## src/verilog/tmc_cfg.svh

```systemverilog
`ifndef TMC_CFG_SVH
`define TMC_CFG_SVH

// Byte addresses of the register words
`define TMC_ADR_CTRL 8'h00
`define TMC_ADR_CNT 8'h04
`define TMC_ADR_RLD 8'h08
`define TMC_ADR_CKC 8'h0c
`define TMC_ADR_STAT 8'h10
`define TMC_ADR_MASK 8'h14

// Control register fields
`define TMC_CTRL_ECS 0
`define TMC_CTRL_UNUSED 1
`define TMC_CTRL_RUN 2
`define TMC_CTRL_SPLIT 3
`define TMC_CTRL_CAPEN 4
`define TMC_CTRL_LBIE 5
`define TMC_CTRL_WMASK 8'h3d
`define TMC_CTRL_RST 8'h00

// Clock control register fields
`define TMC_CKC_LO 0
`define TMC_CKC_HI 1
`define TMC_CKC_RST 2'h0

// Status and mask fields
`define TMC_ST_HI 0
`define TMC_ST_LO 1
`define TMC_ST_CAP 2
`define TMC_ST_RST 3'h0
`define TMC_MASK_RST 3'h0

// Counter and reload reset values
`define TMC_CNT_RST 16'h0000
`define TMC_RLD_RST 16'h0000

// System clock prescale for the default external tick
`define TMC_DIV_RATIO 12

`endif

```

## src/verilog/tmc_pkg.sv

```systemverilog
`default_nettype none
`include "tmc_cfg.svh"

package tmc_pkg;

  typedef logic [7:0] tmc_byte_t;
  typedef logic [15:0] tmc_word_t;
  typedef logic [2:0] tmc_stat_t;

  function automatic tmc_byte_t tmc_merge8(input tmc_byte_t old_v, input tmc_byte_t new_v,
                                           input logic en);
    tmc_byte_t r;
    r = en ? new_v : old_v;
    return r;
  endfunction : tmc_merge8

endpackage : tmc_pkg

`default_nettype wire

```

## src/verilog/tmc_tick_if.sv

```systemverilog
`timescale 1ns/1ps
`default_nettype none

interface tmc_tick_if;
  logic div_tick;
  logic ext_rise;
  logic lfo_fall;

  modport src (output div_tick, output ext_rise, output lfo_fall);
  modport snk (input div_tick, input ext_rise, input lfo_fall);
endinterface : tmc_tick_if

`default_nettype wire

```

## src/verilog/tmc_timer2.sv

```systemverilog
// Summary of operation
// RULE1: Low byte overflow raises interrupt only when its enable and the mask allow.
// RULE2: With capture enabled and unmasked, each oscillator falling edge raises an interrupt.
// RULE3: On a capturing falling edge the whole 16-bit count is copied to reload.
// RULE4: Split bit picks one 16-bit reload timer or two 8-bit reload timers.
// RULE5: Run bit stops or starts counting; in 16-bit mode it gates the whole counter.
// RULE6: In split mode run gates only the high byte; low byte always counts.
// RULE7: Control bit 1 reads zero and ignores writes.
// RULE8: External clock select picks the external source, shared by both bytes.
// RULE9: Per-byte clock selects choose system clock or the chosen external clock.
// RULE10: External clock select zero gives system clock divided by twelve.
// RULE11: Low byte wrap from 0xff sets the low overflow flag; only software clears it.
// RULE12: In 16-bit mode a full overflow reloads the counter on the same tick.
`timescale 1ns/1ps
`default_nettype none
`include "tmc_cfg.svh"

module tmc_timer2 #(
  parameter int DIV_RATIO = `TMC_DIV_RATIO
) (
  input wire logic clk_i,
  input wire logic rst_i,
  input wire logic wb_cyc_i,
  input wire logic wb_stb_i,
  input wire logic wb_we_i,
  input wire logic [7:0] wb_adr_i,
  input wire logic [3:0] wb_sel_i,
  input wire logic [31:0] wb_dat_i,
  output logic [31:0] wb_dat_o,
  output logic wb_ack_o,
  input wire logic ext_clk_i,
  input wire logic lfo_i,
  output tmc_pkg::tmc_word_t count_o,
  output logic irq_o
);
  import tmc_pkg::*;

  // The prescaler and its spacing check cannot serve ratios outside this span
  if (DIV_RATIO < 2 || DIV_RATIO > 256) begin : g_bad_ratio
    $error("tmc_timer2: DIV_RATIO must lie between 2 and 256");
  end

  tmc_tick_if tk ();

  tmc_tick_gen #(
    .DIV_RATIO(DIV_RATIO)
  ) u_tick (
    .clk_i(clk_i),
    .rst_i(rst_i),
    .ext_clk_i(ext_clk_i),
    .lfo_i(lfo_i),
    .tk(tk.src)
  );

  // Bus decode
  logic req, wr_acc;
  logic hit_ctrl, hit_cnt, hit_rld, hit_ckc, hit_st, hit_mask;
  logic [7:0] adr_w;

  assign req = wb_cyc_i & wb_stb_i;
  assign adr_w = {wb_adr_i[7:2], 2'b00};
  // Writes land on the edge where the master sees ack
  assign wr_acc = req & wb_we_i & wb_ack_o;
  assign hit_ctrl = (adr_w == `TMC_ADR_CTRL);
  assign hit_cnt = (adr_w == `TMC_ADR_CNT);
  assign hit_rld = (adr_w == `TMC_ADR_RLD);
  assign hit_ckc = (adr_w == `TMC_ADR_CKC);
  assign hit_st = (adr_w == `TMC_ADR_STAT);
  assign hit_mask = (adr_w == `TMC_ADR_MASK);

  // Configuration registers
  tmc_byte_t ctrl_q, ctrl_d;
  logic [1:0] ckc_q, ckc_d;
  tmc_stat_t mask_q, mask_d;

  always_comb begin
    tmc_byte_t wv;
    wv = tmc_merge8(ctrl_q, wb_dat_i[7:0], wr_acc & hit_ctrl & wb_sel_i[0]);
    // Unused bit and upper bits never store
    ctrl_d = wv & `TMC_CTRL_WMASK; // [RULE7]
    ckc_d = ckc_q;
    mask_d = mask_q;
    if (wr_acc && hit_ckc && wb_sel_i[0]) begin
      ckc_d = wb_dat_i[1:0];
    end
    if (wr_acc && hit_mask && wb_sel_i[0]) begin
      mask_d = wb_dat_i[2:0];
    end
  end

  always_ff @(posedge clk_i) begin
    if (rst_i) begin
      ctrl_q <= `TMC_CTRL_RST;
      ckc_q <= `TMC_CKC_RST;
      mask_q <= `TMC_MASK_RST;
    end else begin
      ctrl_q <= ctrl_d;
      ckc_q <= ckc_d;
      mask_q <= mask_d;
    end
  end

  logic run, split, cap_en, lbie;
  assign run = ctrl_q[`TMC_CTRL_RUN];
  assign split = ctrl_q[`TMC_CTRL_SPLIT];
  assign cap_en = ctrl_q[`TMC_CTRL_CAPEN];
  assign lbie = ctrl_q[`TMC_CTRL_LBIE];

  // Tick selection
  logic ext_tick, tick_lo, tick_hi;
  // One external source serves both bytes, even in split mode
  assign ext_tick = ctrl_q[`TMC_CTRL_ECS] ? tk.ext_rise : tk.div_tick; // [RULE8] [RULE10]
  assign tick_lo = ckc_q[`TMC_CKC_LO] ? 1'b1 : ext_tick; // [RULE9]
  assign tick_hi = ckc_q[`TMC_CKC_HI] ? 1'b1 : ext_tick; // [RULE9]

  // Counter and reload
  tmc_word_t cnt_q, cnt_d, rld_q, rld_d;
  logic lo_en, hi_en, lo_wrap, hi_wrap, cap_ev;

  // Low byte free-runs in split mode; run gates it only as part of the 16-bit counter
  assign lo_en = split ? tick_lo : (run & tick_lo); // [RULE5] [RULE6]
  assign hi_en = split & run & tick_hi; // [RULE6]
  assign lo_wrap = lo_en && (cnt_q[7:0] == 8'hff); // [RULE11]
  assign hi_wrap = split ? (hi_en && (cnt_q[15:8] == 8'hff))
                         : (lo_en && (cnt_q == 16'hffff));
  assign cap_ev = cap_en & tk.lfo_fall;

  always_comb begin
    logic wr_c0, wr_c1, wr_r0, wr_r1;
    wr_c0 = wr_acc & hit_cnt & wb_sel_i[0];
    wr_c1 = wr_acc & hit_cnt & wb_sel_i[1];
    wr_r0 = wr_acc & hit_rld & wb_sel_i[0];
    wr_r1 = wr_acc & hit_rld & wb_sel_i[1];
    cnt_d = cnt_q;
    if (!split) begin // [RULE4]
      if (lo_en) begin // [RULE5]
        if (cnt_q == 16'hffff) begin
          cnt_d = rld_q; // [RULE12]
        end else begin
          cnt_d = cnt_q + 16'h0001;
        end
      end
    end else begin
      if (lo_en) begin // [RULE4]
        cnt_d[7:0] = lo_wrap ? rld_q[7:0] : cnt_q[7:0] + 8'h01;
      end
      if (hi_en) begin // [RULE6]
        cnt_d[15:8] = hi_wrap ? rld_q[15:8] : cnt_q[15:8] + 8'h01;
      end
    end
    // Software writes override the tick in the same cycle
    cnt_d[7:0] = tmc_merge8(cnt_d[7:0], wb_dat_i[7:0], wr_c0);
    cnt_d[15:8] = tmc_merge8(cnt_d[15:8], wb_dat_i[15:8], wr_c1);
    rld_d[7:0] = tmc_merge8(rld_q[7:0], wb_dat_i[7:0], wr_r0);
    rld_d[15:8] = tmc_merge8(rld_q[15:8], wb_dat_i[15:8], wr_r1);
    // Capture beats a colliding reload write so no edge is lost
    if (cap_ev) begin
      rld_d = cnt_q; // [RULE3]
    end
  end

  always_ff @(posedge clk_i) begin
    if (rst_i) begin
      cnt_q <= `TMC_CNT_RST;
      rld_q <= `TMC_RLD_RST;
    end else begin
      cnt_q <= cnt_d;
      rld_q <= rld_d;
    end
  end

  assign count_o = cnt_q;

  // Status, interrupt
  tmc_stat_t st_q, st_d, ev, clr, gate_d;
  logic irq_q, irq_d;

  always_comb begin
    ev = '0;
    ev[`TMC_ST_HI] = hi_wrap;
    ev[`TMC_ST_LO] = lo_wrap; // [RULE11]
    ev[`TMC_ST_CAP] = cap_ev; // [RULE2]
    clr = (wr_acc && hit_st && wb_sel_i[0]) ? wb_dat_i[2:0] : '0;
    // A new event in the clearing cycle survives
    st_d = (st_q & ~clr) | ev; // [RULE11]
    gate_d = '0;
    gate_d[`TMC_ST_HI] = 1'b1;
    gate_d[`TMC_ST_LO] = ctrl_d[`TMC_CTRL_LBIE]; // [RULE1]
    gate_d[`TMC_ST_CAP] = ctrl_d[`TMC_CTRL_CAPEN]; // [RULE2]
    irq_d = |(st_d & mask_d & gate_d); // [RULE1] [RULE2]
  end

  always_ff @(posedge clk_i) begin
    if (rst_i) begin
      st_q <= `TMC_ST_RST;
      irq_q <= 1'b0;
    end else begin
      st_q <= st_d;
      irq_q <= irq_d;
    end
  end

  assign irq_o = irq_q;

  // Wishbone answer: ack one cycle after the request, dropped the next cycle
  logic ack_q, ack_d;
  logic [31:0] dat_q, dat_d, rd_mux;

  always_comb begin
    rd_mux = 32'h0000_0000;
    if (hit_ctrl) begin
      rd_mux[7:0] = ctrl_q & `TMC_CTRL_WMASK; // [RULE7]
    end else if (hit_cnt) begin
      rd_mux[15:0] = cnt_q;
    end else if (hit_rld) begin
      rd_mux[15:0] = rld_q;
    end else if (hit_ckc) begin
      rd_mux[1:0] = ckc_q;
    end else if (hit_st) begin
      rd_mux[2:0] = st_q;
    end else if (hit_mask) begin
      rd_mux[2:0] = mask_q;
    end
    ack_d = req & ~ack_q;
    dat_d = (ack_d && !wb_we_i) ? rd_mux : 32'h0000_0000;
  end

  always_ff @(posedge clk_i) begin
    if (rst_i) begin
      ack_q <= 1'b0;
      dat_q <= 32'h0000_0000;
    end else begin
      ack_q <= ack_d;
      dat_q <= dat_d;
    end
  end

  assign wb_ack_o = ack_q;
  assign wb_dat_o = dat_q;

  // Checks
  logic cnt_wr, rld_wr;
  assign cnt_wr = wr_acc & hit_cnt;
  assign rld_wr = wr_acc & hit_rld;
endmodule : tmc_timer2

`default_nettype wire

```

## src/verilog/tmc_tick_gen.sv

```systemverilog
`timescale 1ns/1ps
`default_nettype none
`include "tmc_cfg.svh"

module tmc_tick_gen #(
  parameter int DIV_RATIO = `TMC_DIV_RATIO
) (
  input wire logic clk_i,
  input wire logic rst_i,
  input wire logic ext_clk_i,
  input wire logic lfo_i,
  tmc_tick_if.src tk
);
  localparam int CW = $clog2(DIV_RATIO);

  // The spacing check counts in eight bits
  if (DIV_RATIO < 2 || DIV_RATIO > 256) begin : g_bad_div
    $error("tmc_tick_gen: DIV_RATIO must lie between 2 and 256");
  end

  logic [CW-1:0] div_q, div_d;
  logic ext_q, lfo_q;
  logic [7:0] gap_q, gap_d;
  logic seen_q, seen_d;

  always_comb begin
    div_d = (div_q == CW'(DIV_RATIO - 1)) ? '0 : div_q + CW'(1);
    gap_d = tk.div_tick ? 8'h00 : gap_q + 8'h01;
    seen_d = seen_q | tk.div_tick;
  end

  always_ff @(posedge clk_i) begin
    if (rst_i) begin
      div_q <= '0;
      ext_q <= 1'b0;
      lfo_q <= 1'b0;
      gap_q <= 8'h00;
      seen_q <= 1'b0;
    end else begin
      div_q <= div_d;
      ext_q <= ext_clk_i;
      lfo_q <= lfo_i;
      gap_q <= gap_d;
      seen_q <= seen_d;
    end
  end

  // Divided system clock: one pulse every DIV_RATIO cycles
  assign tk.div_tick = (div_q == CW'(DIV_RATIO - 1)); // [RULE10]
  assign tk.ext_rise = ext_clk_i & ~ext_q;
  assign tk.lfo_fall = ~lfo_i & lfo_q;
endmodule : tmc_tick_gen

`default_nettype wire

```

## config.mk

```make
export PLATFORM = sky130hd
export DESIGN_NAME = tmc_timer2
export DESIGN_NICKNAME = d
export VERILOG_FILES = /design/src/verilog/tmc_pkg.sv /design/src/verilog/tmc_tick_if.sv /design/src/verilog/tmc_timer2.sv /design/src/verilog/tmc_tick_gen.sv
export VERILOG_INCLUDE_DIRS = /design/src /design/src/verilog
export SDC_FILE = /design/constraint.sdc
export NUM_CORES = 1
export LEC_CHECK = 0
export BUFFER_PORTS_ARGS = -buffer_cell sky130_fd_sc_hd__buf_2
export CORE_MARGIN = 2
export CORE_UTILIZATION = 37
export DETAILED_ROUTE_END_ITERATION = 6
export PLACE_DENSITY = 0.64
export SLEW_MARGIN = 20
export SYNTH_ARGS = -nofsm -noshare
export SYNTH_HDL_FRONTEND = slang
export SYNTH_SLANG_ARGS = --single-unit
```

## constraint.sdc

```tcl
create_clock -name clk_i -period 2.22 [get_ports clk_i]
set_input_delay 0.222 -clock clk_i [delete_from_list [all_inputs] [get_ports clk_i]]
set_output_delay 0.222 -clock clk_i [all_outputs]
set_load 0.02 [all_outputs]
```

==> flow_summary.toml <==
[setup_path]
cp_cell_sequence = "ha_1 -> nand4_4 -> nor4_4 -> nand2_1 -> o21ai_0 -> buf_4 -> a21oi_1 -> o221ai_1"
reg2regPathDepth = 8
reg2reg_slack_ns = 0.14
end_kind = "register"
rr_startpoint = "count_o[0]$_SDFFE_PP0P_"
crit_type = "register to register"
startpoint_type = "register"
slowest_stage = "nor4_4"
rr_endpoint = "irq_o$_SDFF_PP0_"
arrival_ns = 2.35
crit_path_max_fanout = 6
max_stage_delay_ns = 0.43
cp.required_ns = 2.49

[die]
dieArea_um2 = 11190
die_h_um = 105.8
initial_core_util = 0.3765
io-pin-count = 101
rows = 37
die_x_um = 105.8
core_area_um2 = 10180

[logic_synthesis]
synthArstFlopShare = 0
synthTopCellsByArea = "dfxtp_1, mux2i_1, nor2_1"
synth.most_common_cell = "dfxtp_1"
synth_common_cells = "dfxtp_1, nor2_1, nand2_1"
netlist_area_um2 = 3835
yosys.area.top_type_share = 0.3602
syn-mean-instance-area_um2 = 8.541
synth_seq_area_share = 0.3602
synthCells = 449
ys.flop_type = "dfxtp_1"
ys_types = 74
yosysTopAreaCell = "dfxtp_1"
ys_seq_elements = 69
yosys_warnings = 0
synth-edff-count = 0

[route]
dr.pass1.iters = 7
wl_per_cell_um = 16.33
drt-total-wl_um = 11040
drcViolationCount = 0
drtIter0Drc = 176
drt.antenna.violating_nets = 0
vias = 3717
viasPerCell = 5.499

[timing]
final_hold_viol_count = 0
whs_ns = 0.08958
clock_skew_ns = 0.009931
min_period_over_period = 0.9372
rsz0062_at_grt = "false"
max_freq_mhz = 480.6
period_needed_ns = 2.081
final-setup-viol-count = 0
fin_setup_tns_ns = 0
maxSlewViolCount = 0

[placed_design]
place_congestion = 0.9046
dp_cells = 660
place_hpwl_um = 7940
io_buffers = 64
placed_area_um2 = 4444

[job]
maxCapViolCount = 0

[layout]
diodes = 0
n_fill_cell = 1007
drive_above_1_share = 0.2722
layout.nets = 589
syn_to_final_growth_pct = 21.14
fin_area_um2 = 4646
post-route-util = 0.4561
final_cell_count_no_fill = 676

[global_routing]
grt_usage = 0.1994
grt_max_degree = 35
grt_pass1_wl_um = 17740
antenna_found_initial = 0
grt_pass1_vias = 3522
overflow = 0

[cts]
insertion_delay_ns = 0.35
ctsHoldBuffers = 0
htree_levels = 3
cts_root_buf = "clkbuf_8"
path_clk_slew_ns = 0.09
cts_max_path_buffers = 2
cts_buffers = 9
cts_resized = 0
cts.sinks = 69
postCtsSetupBuffers = 0
cts_tree = "done"

[power]
peakVddDrop_uv = 348.6
powerDensity_nw_per_um2 = 510.5
power_leakage_nw = 1.916

[min_path]
min_to = "u_tick.lfo_q$_SDFF_PP0_"
worst_hold_startpoint = "lfo_i"
min_path_cells = 2
min_path_type = "input pin to register"

[run_status]
outcome = "finished, final reports clean"
critical path: cells and delay by family, from the launching register on:
kind | cells | cell delay (ns)
buffers and inverters | 1 | 0.15
flip-flops | 1 | 0.35
AND/OR/NAND/NOR | 3 | 0.81
adder cells (fa/ha/maj) | 1 | 0.24
AO/OA/AOI/OAI | 3 | 0.45
worst max path at each step:
stage | start | endpoint | cells past startpoint
floorplan | count_o[9]$_SDFFE_PP0P_ | count_o[9]$_SDFFE_PP0P_ | 7
global placement | count_o[8]$_SDFFE_PP0P_ | count_o[9]$_SDFFE_PP0P_ | 7
detailed placement | count_o[0]$_SDFFE_PP0P_ | count_o[2]$_SDFFE_PP0P_ | 7
CTS | count_o[0]$_SDFFE_PP0P_ | count_o[2]$_SDFFE_PP0P_ | 7
global route | count_o[0]$_SDFFE_PP0P_ | irq_o$_SDFF_PP0_ | 8
finish | count_o[0]$_SDFFE_PP0P_ | irq_o$_SDFF_PP0_ | 8
through the flow:
| stage | setup WS, ns | power (mW) |
|---|---|---|
| 3_3_place_gp | 0.1520 | 1.427 |
| 5_1_grt | 0.009951 | 2.466 |
| 6_report | 0.1394 | 2.372 |
| 2_1_floorplan | 0.01370 | 1.385 |
| 4_1_cts | 0.1076 | 2.390 |
| 3_5_place_dp | 0.1268 | 1.431 |
area by class of cell:
| cell class | count | area [um^2] | share of cell area |
|---|---|---|---|
| Multi-Input combinational cell | 339 | 2227 | 0.4794 |
| Clock inverter | 7 | 57.56 | 0.01239 |
| Timing Repair Buffer | 106 | 648.1 | 0.1395 |
| Clock buffer | 9 | 123.9 | 0.02666 |
| Tap cell | 136 | 170.2 | 0.03663 |
| Inverter | 10 | 37.54 | 0.008080 |
| Sequential cell | 69 | 1381 | 0.2973 |
sequential cells by signal, indices dropped and copies added, names as in the netlist:
name          flops
count_o          16
rld_q            16
wb_dat_o         16
ctrl_q            5
u_tick.div_q      4
mask_q            3
st_q              3
ckc_q             2
irq_o             1
u_tick.ext_q      1
u_tick.lfo_q      1
wb_ack_o          1
per-layer routing:
metal  vias up  global-route usage  share of wire
met5         -                   0              0
met3        23             0.04762          0.056
met4         0             0.07519          0.024
li1       1799                   -              -
met2       135              0.3263           0.47
met1      1760              0.2544           0.45
power by group:
group	switching, mW	internal, mW
clock network	0.550	0.419
logic	0.101	0.0501
registers	0.00595	1.25
total	0.658	1.71
cells in the final DEF (no fill, tap or decap), drive strengths merged, types with 3 or more instances in the layout:
master    instances
nor3b             5
o21ai            14
and3              5
and2              3
nand4             4
o211ai            4
nor2             65
xnor2             4
nor4              7
clkinvlp          3
a21oi            28
a311oi            3
mux2              3
nor3             10
a31oi             4
clkbuf            9
dfxtp            69
nand2            30
a22oi            10
o22ai             3
a211oi           24
or3               5
inv              13
xor2              4
nand3            15
conb             16
a221oi            3
or2               3
a222oi            3
buf             106
mux2i            27
ha                3
nand3b            4
logic make-up after synthesis:
family / synth area share
XOR/XNOR: 0.01827
adder cells (fa/ha/maj): 0.009789
AND/OR/NAND/NOR: 0.2225
flip-flops: 0.3602
multiplexers: 0.07928
other: 0.0009779
AO/OA/AOI/OAI: 0.2300
buffers and inverters: 0.07896
Note: power is estimated with default switching activity, not from simulation.
